===== config.mk =====
export PLATFORM = sky130hd
export DESIGN_NAME = rdm_mode_ctrl
export DESIGN_NICKNAME = d
export VERILOG_FILES = /design/src/core/rdm_pkg.sv /design/src/core/rdm_pin_sync.sv /design/src/core/rdm_mode_ctrl.sv
export SDC_FILE = /design/constraint.sdc
export NUM_CORES = 1
export LEC_CHECK = 0
export BUFFER_PORTS_ARGS = -buffer_cell sky130_fd_sc_hd__buf_2
export CAP_MARGIN = 15
export CORE_MARGIN = 10
export CORE_UTILIZATION = 45
export CTS_BUF_LIST = sky130_fd_sc_hd__clkbuf_8
export CTS_CLUSTER_DIAMETER = 200
export DETAILED_ROUTE_END_ITERATION = 6
export PLACE_DENSITY = 0.78
export SLEW_MARGIN = 20
export SYNTH_ARGS = -nofsm -noshare
export SYNTH_HDL_FRONTEND = slang
export SYNTH_SLANG_ARGS = --single-unit

===== constraint.sdc =====
create_clock -name core_clk -period 1.9 [get_ports core_clk]
set_clock_uncertainty 0.15 [all_clocks]
set_input_delay 0.095 -clock core_clk [delete_from_list [all_inputs] [get_ports core_clk]]
set_output_delay 0.095 -clock core_clk [all_outputs]
set_load 0.1 [all_outputs]

===== src/core/rdm_pkg.sv =====
// Operation
// Eight independently switched low-side output channels
// Power-up loads defaults, idle, all off
// Reset pin low forces defaults and standby
// Fallback pin high enters fallback, clears registers
// Fallback: direct pins 1-4 drive channels 1-4
// Fallback: channels 5-8 held off
// Fallback: serial writes ignored entirely
// Fallback pin wins over reset pin
// Fallback pin wakes device from standby
// Fallback exit resets registers, standby or idle
// First transfer after fallback reports reset flag
// Four direct control pins available for channels
// Source-select field picks governing direct pin
// Open direct pin reads low, channel off
// Host drives reset pin active low
// Direct pin high means on, low off
// Reset release without fallback enters idle
package rdm_pkg;

    // ==========================================================
    // Sizes
    localparam int N_CHANNELS = 8;
    localparam int N_PINS     = 4;
    localparam int N_FALLBACK = 4;

    // ==========================================================
    // Reset values
    localparam logic [7:0]  CH_CMD_RESET  = 8'h00;
    localparam logic [7:0]  PIN_EN_RESET  = 8'h00;
    localparam logic [15:0] SRC_SEL_RESET = 16'h0000;

    // ==========================================================
    // Operating modes
    typedef enum logic [1:0] {
        RDM_IDLE,
        RDM_STANDBY,
        RDM_NORMAL,
        RDM_FALLBACK
    } rdm_mode_t;

    // Register image written over the serial interface
    typedef struct packed {
        logic [15:0] src_sel;   // Two bits per channel: direct pin index
        logic [7:0]  pin_en;    // Channel follows its direct pin
        logic [7:0]  ch_cmd;    // Register on/off command per channel
    } rdm_regs_t;

    // Synchronised pin levels
    typedef struct packed {
        logic       fallback;
        logic       reset_n;
        logic [3:0] direct;
    } rdm_pins_t;

endpackage


===== src/core/rdm_pin_sync.sv =====
`timescale 1ns/1ps
// ==============================================================
// Two-stage synchroniser for the asynchronous control pins
module rdm_pin_sync (
    // Clock and control
    input  wire logic               core_clk,
    input  wire logic               srst,
    input  wire logic               clk_en,
    // Raw pins
    input  wire logic [5:0]         pins_raw,
    // Synchronised
    output      rdm_pkg::rdm_pins_t pins_sync
);

    logic [5:0] stage1;   // Metastable stage, read only by stage2
    logic [5:0] stage2;   // Safe stage

    // Reset to zero: open pins read low, reset pin reads asserted
    always_ff @(posedge core_clk) begin
        if (srst) begin
            stage1 <= 6'h00;
            stage2 <= 6'h00;
        end else if (clk_en) begin
            stage1 <= pins_raw;
            stage2 <= stage1;
        end
    end

    assign pins_sync = rdm_pkg::rdm_pins_t'(stage2);

endmodule


===== src/core/rdm_mode_ctrl.sv =====
`timescale 1ns/1ps
// ==============================================================
// Mode and input-routing control for an eight-channel relay driver
module rdm_mode_ctrl (
    // Clock, enable, power-on reset
    input  wire logic             core_clk,
    input  wire logic             srst,
    input  wire logic             clk_en,
    // Device pins (asynchronous)
    input  wire logic             reset_pin_n,
    input  wire logic             fallback_drive_pin,
    input  wire logic             direct_control_pin_1,
    input  wire logic             direct_control_pin_2,
    input  wire logic             direct_control_pin_3,
    input  wire logic             direct_control_pin_4,
    // Decoded serial register write (core clock)
    input  wire logic             reg_wr,
    input  wire rdm_pkg::rdm_regs_t reg_wdata,
    // Serial transfer completion (core clock)
    input  wire logic             xfer_done,
    // Channel outputs
    output      logic [7:0]       load_channel,
    // Status
    output      rdm_pkg::rdm_mode_t mode,
    output      rdm_pkg::rdm_regs_t regs,
    output      logic             reset_indication_flag
);

    // ==========================================================
    // Pin synchronisation
    rdm_pkg::rdm_pins_t pins;      // Pins after two flops
    logic               in_fb_q;   // Fallback seen last cycle

    rdm_pin_sync u_sync (
        .core_clk  (core_clk),
        .srst      (srst),
        .clk_en    (clk_en),
        .pins_raw  ({fallback_drive_pin, reset_pin_n,
                     direct_control_pin_4, direct_control_pin_3,
                     direct_control_pin_2, direct_control_pin_1}),
        .pins_sync (pins)
    );

    // Decoded conditions
    logic fb_active;      // Fallback requested
    logic rst_active;     // Reset pin asserted, no fallback
    logic fb_exit;        // Fallback just released
    logic regs_clear;     // Registers forced to defaults

    assign fb_active  = pins.fallback;
    assign rst_active = !pins.reset_n && !pins.fallback;
    assign fb_exit    = in_fb_q && !pins.fallback;
    // Entry, presence and exit of fallback all clear registers
    assign regs_clear = fb_active || fb_exit || rst_active;

    // ==========================================================
    // Fallback history
    always_ff @(posedge core_clk) begin
        if (srst) begin
            in_fb_q <= 1'b0;
        end else if (clk_en) begin
            in_fb_q <= pins.fallback;
        end
    end

    // ==========================================================
    // Operating mode
    always_ff @(posedge core_clk) begin
        if (srst) begin
            mode <= rdm_pkg::RDM_IDLE;
        end else if (clk_en) begin
            if (fb_active) begin
                // Also wakes from standby
                mode <= rdm_pkg::RDM_FALLBACK;
            end else if (rst_active) begin
                mode <= rdm_pkg::RDM_STANDBY;
            end else if (fb_exit || mode == rdm_pkg::RDM_STANDBY) begin
                // Leave via idle, all channels off
                mode <= rdm_pkg::RDM_IDLE;
            end else if (reg_wr) begin
                mode <= rdm_pkg::RDM_NORMAL;
            end
        end
    end

    // ==========================================================
    // Register image; writes dropped while cleared
    always_ff @(posedge core_clk) begin
        if (srst) begin
            regs.ch_cmd  <= rdm_pkg::CH_CMD_RESET;
            regs.pin_en  <= rdm_pkg::PIN_EN_RESET;
            regs.src_sel <= rdm_pkg::SRC_SEL_RESET;
        end else if (clk_en) begin
            if (regs_clear) begin
                // Serial writes have no effect here
                regs.ch_cmd  <= rdm_pkg::CH_CMD_RESET;
                regs.pin_en  <= rdm_pkg::PIN_EN_RESET;
                regs.src_sel <= rdm_pkg::SRC_SEL_RESET;
            end else if (reg_wr && !fb_exit) begin
                regs <= reg_wdata;
            end
        end
    end

    // ==========================================================
    // Reset indication for the next transfer after fallback
    always_ff @(posedge core_clk) begin
        if (srst) begin
            reset_indication_flag <= 1'b0;
        end else if (clk_en) begin
            if (fb_exit) begin
                // Set wins over a coincident clear
                reset_indication_flag <= 1'b1;
            end else if (xfer_done && !fb_active) begin
                reset_indication_flag <= 1'b0;
            end
        end
    end

    // ==========================================================
    // Channel drive: one flop per channel
    genvar ch;
    generate
        for (ch = 0; ch < rdm_pkg::N_CHANNELS; ch++) begin : g_ch
            logic [1:0] sel;   // Selected direct pin
            logic       pin;   // Its level; open pin reads low
            logic       next_on;

            assign sel = regs.src_sel[2*ch +: 2];
            assign pin = pins.direct[sel];

            always_comb begin
                next_on = 1'b0;
                if (mode == rdm_pkg::RDM_FALLBACK) begin
                    if (ch < rdm_pkg::N_FALLBACK) begin
                        next_on = pins.direct[ch];
                    end else begin
                        next_on = 1'b0;
                    end
                end else if (mode == rdm_pkg::RDM_NORMAL) begin
                    if (regs.pin_en[ch]) begin
                        next_on = pin;
                    end else begin
                        next_on = regs.ch_cmd[ch];
                    end
                end
            end

            always_ff @(posedge core_clk) begin
                if (srst) begin
                    load_channel[ch] <= 1'b0;
                end else if (clk_en) begin
                    load_channel[ch] <= next_on;
                end
            end
        end
    endgenerate

endmodule


==> load_flow_metrics.sql <==
INSERT INTO impl_metrics (metric_group, metric, value, unit) VALUES
('finish', 'layout_common_cells', 'sky130_fd_sc_hd__buf_2, sky130_fd_sc_hd__dfxtp_1, sky130_fd_sc_hd__dlygate4sd3_1, sky130_fd_sc_hd__nand4_1, sky130_fd_sc_hd__a21oi_1', ''),
('logic_synthesis', 'yosys_warnings', '0', ''),
('logic_synthesis', 'compound_gate_portion_of_the_synthesized_area', '20.5', '%'),
('power_and_ir_drop', 'design_power_total', '2.37', 'mW'),
('logic_synthesis', 'multiplexer_fraction_of_the_synthesized_cell_area', '12.0', '%'),
('floorplan', 'ioPinCount', '86', ''),
('logic_synthesis', 'synth_edf_count', '0', ''),
('critical_path', 'setup.worst_path.end_class', 'flip-flop', ''),
('placed_design', 'place_congestion', '0.823', ''),
('routing', 'drc_errors', '0', ''),
('sta', 'tcrit_tclk_final', '91.8', '%'),
('sta', 'fin_ws', '0.156', 'ns'),
('placed_design', 'dp_slack', '0.190', 'ns'),
('finish', 'post_route_cells_drive_above_1_share', '32.8', '%'),
('routing', 'routedWlPerCell', '18.1', 'µm'),
('floorplan', 'die_w', '95.9', 'µm'),
('routing', 'route.final.wire_length', '8400', 'µm'),
('critical_path', 'critical_path_arrival', '1.77', 'ns'),
('logic_synthesis', 'synth-async-reset-ratio', '0', '%'),
('critical_path', 'r2r.worst_path.cells', '3', ''),
('logic_synthesis', 'syn_inst', '280', ''),
('sta', 'grt_setup_unrepaired', 'no', ''),
('clock_network', 'cts_num_sinks', '56', ''),
('logic_synthesis', 'synthDistinctLibCells', '32', ''),
('floorplan', 'floorplan.initialDensity', '46.8', '%'),
('power_and_ir_drop', 'seq_power_share', '51.7', '%'),
('logic_synthesis', 'synth_top_family_by_area', 'compound AO/OA/AOI/OAI gates', ''),
('placed_design', 'placed_cell_area', '3050', 'µm²'),
('global_route', 'grt_max_degree', '38', ''),
('critical_path', 'cp_common_cell', 'sky130_fd_sc_hd__a2111oi_0', ''),
('power_and_ir_drop', 'clock_group_share_of_total_power', '32.8', '%'),
('critical_path', 'crit_chain', 'mux4_2 -> a2111oi_0 -> a2111oi_0', ''),
('sta', 'finalMaxSlewViolations', '0', ''),
('critical_path', 'start_kind', 'flip-flop', ''),
('critical_path', 'critPathRequiredTime', '1.92', 'ns'),
('sta', 'final-hold-violation-count', '0', ''),
('clock_network', 'postCtsSetupBuffers', '0', ''),
('floorplan', 'fp.dieArea', '9190', 'µm²'),
('clock_network', 'clk_root_buffer_cell', 'sky130_fd_sc_hd__clkbuf_8', ''),
('floorplan', 'chipHeight', '95.9', 'µm'),
('routing', 'vias', '2659', ''),
('finish', 'stdcell_area', '3560', 'µm²'),
('hold_path', 'worstHoldPathCells', '2', ''),
('logic_synthesis', 'netlist_area', '2590', 'µm²'),
('power_and_ir_drop', 'internal-power', '1.73', 'mW'),
('critical_path', 'worst-path-max-fanout', '11', ''),
('global_route', 'grt_most_used_layer', 'met2', ''),
('critical_path', 'critical_path.slowest_cell', 'sky130_fd_sc_hd__mux4_2', ''),
('clock_network', 'clk_transition_reported_paths', '0.10', 'ns'),
('status', 'outcome', 'finished, final reports clean', ''),
('global_route', 'grtUsageTotal', '18.0', '%'),
('placed_design', 'detailedPlacementHpwl', '5420', 'µm'),
('clock_network', 'cts.path.max_buffers', '2', ''),
('logic_synthesis', 'post_synth_and_or_nand_nor_area_fraction', '16.9', '%'),
('floorplan', 'core', '5540', 'µm²'),
('power_and_ir_drop', 'p_per_area', '666', 'nW/µm²'),
('sta', 'worstMarginPinSlew', '0.646', 'ns'),
('sta', 'min_period', '1.74', 'ns'),
('power_and_ir_drop', 'net_switching_power', '0.643', 'mW'),
('routing', 'final_antenna_net_count', '0', ''),
('global_route', 'global_route_track_usage_on_met2', '28.8', '%'),
('logic_synthesis', 'synth.avg_cell_area', '9.25', 'µm²'),
('sta', 'relative_slew_margins', '56.9', '%'),
('logic_synthesis', 'ys.flop_type', 'sky130_fd_sc_hd__dfxtp_1', ''),
('clock_network', 'tritoncts_clock_tree', 'built', ''),
('global_route', 'grt_use_met1', '22.7', '%'),
('logic_synthesis', 'yosysSeqAreaShare', '43.3', '%'),
('finish', 'nets', '432', ''),
('logic_synthesis', 'number_of_nets_in_the_synthesized_netlist', '323', ''),
('finish', 'fillers', '450', ''),
('clock_network', 'clock_insertion_delay_worst_skew', '0.32', 'ns');
## routing by layer
layer  vias to the layer above  part of all wire [%]
li1                       1263                     -
met1                      1239                    41
met2                       137                    48
met3                        20                   8.3
met4                         0                   2.6
met5                         -                     0
## area by class of cell
cell class | count | area, µm² | area share (%)
Inverter | 8 | 30.0 | 0.844
Tap cell | 72 | 90.1 | 2.53
Multi-Input combinational cell | 185 | 1290 | 36.4
Clock inverter | 3 | 38.8 | 1.09
Timing Repair Buffer | 133 | 883 | 24.8
Antenna cell | 2 | 5.00 | 0.141
Sequential cell | 56 | 1140 | 32.2
Clock buffer | 5 | 68.8 | 1.94
## sequential cells by signal (all words and copies together) (netlist names)
name	flops
load_channel	8
reset_indication_flag	1
in_fb_q	1
u_sync.stage1	6
regs	32
mode	2
u_sync.pins_sync	6
## through the flow
step | utilization, % | cells | setup TNS, ns | hold slack, ns
floorplan | - | 280 | -0.0382 | 0.0347
global route | 64.1 | 462 | 0 | 0.153
CTS | 64.1 | 462 | 0 | 0.133
global placement | 55.1 | 415 | 0 | 0.179
detailed placement | 55.1 | 415 | 0 | 0.190
finish | 64.2 | 464 | 0 | 0.139
## cells in the mapped netlist (5+ instances only)
cell type | number | area, µm²
sky130_fd_sc_hd__dfxtp_1 | 56 | 1120
sky130_fd_sc_hd__a21oi_1 | 32 | 160
sky130_fd_sc_hd__nand4_1 | 32 | 200
sky130_fd_sc_hd__o21ai_0 | 24 | 120
sky130_fd_sc_hd__nor2_1 | 19 | 71.3
sky130_fd_sc_hd__clkbuf_1 | 14 | 52.6
sky130_fd_sc_hd__mux2i_1 | 13 | 130
sky130_fd_sc_hd__o21ai_1 | 12 | 60.1
sky130_fd_sc_hd__buf_2 | 10 | 50.1
sky130_fd_sc_hd__mux4_2 | 8 | 180
sky130_fd_sc_hd__inv_1 | 7 | 26.3
sky130_fd_sc_hd__nand2b_1 | 6 | 37.5
sky130_fd_sc_hd__a221oi_1 | 5 | 43.8
sky130_fd_sc_hd__nor2b_1 | 5 | 31.3
## repair_timing
action	4_1_cts	5_1_grt
hold buffers	39	0
setup endpoints to repair	0	0
endpoints found under the hold margin	39	0
## kinds of logic (layout without fill, tap and decap cells)
family / Yosys count / after routing
DFF: 56 / 56
other: 0 / 2
muxes: 21 / 21
buffers and inverters: 39 / 149
AOI/OAI and AO/OA: 88 / 88
and+or+nand+nor: 76 / 76
## final timing paths
path                                     startpoint              end  slack [ns]
worst max-delay path            u_sync.pins_sync[1]  load_channel[3]        0.16
worst min-delay path                           srst          in_fb_q        0.14
worst max register to register  u_sync.pins_sync[1]  load_channel[3]        0.16
worst min register to register             regs[21]         regs[21]        0.35
## critical path, delay by kind of cell (launching register included)
family / cells / cell delay, ns
AOI/OAI and AO/OA: 2 / 0.50
muxes: 1 / 0.50
DFF: 1 / 0.45
## power groups by stage
stage	logic (mW)	registers, mW	clock network, mW
final	0.367	1.23	0.777
after global routing	0.393	1.23	0.815
after CTS	0.364	1.22	0.782
after detailed placement	0.301	1.25	0
after global placement	0.299	1.25	0
after floorplan	0.133	1.33	0
No activity file was read; power rests on OpenSTA's default activity.
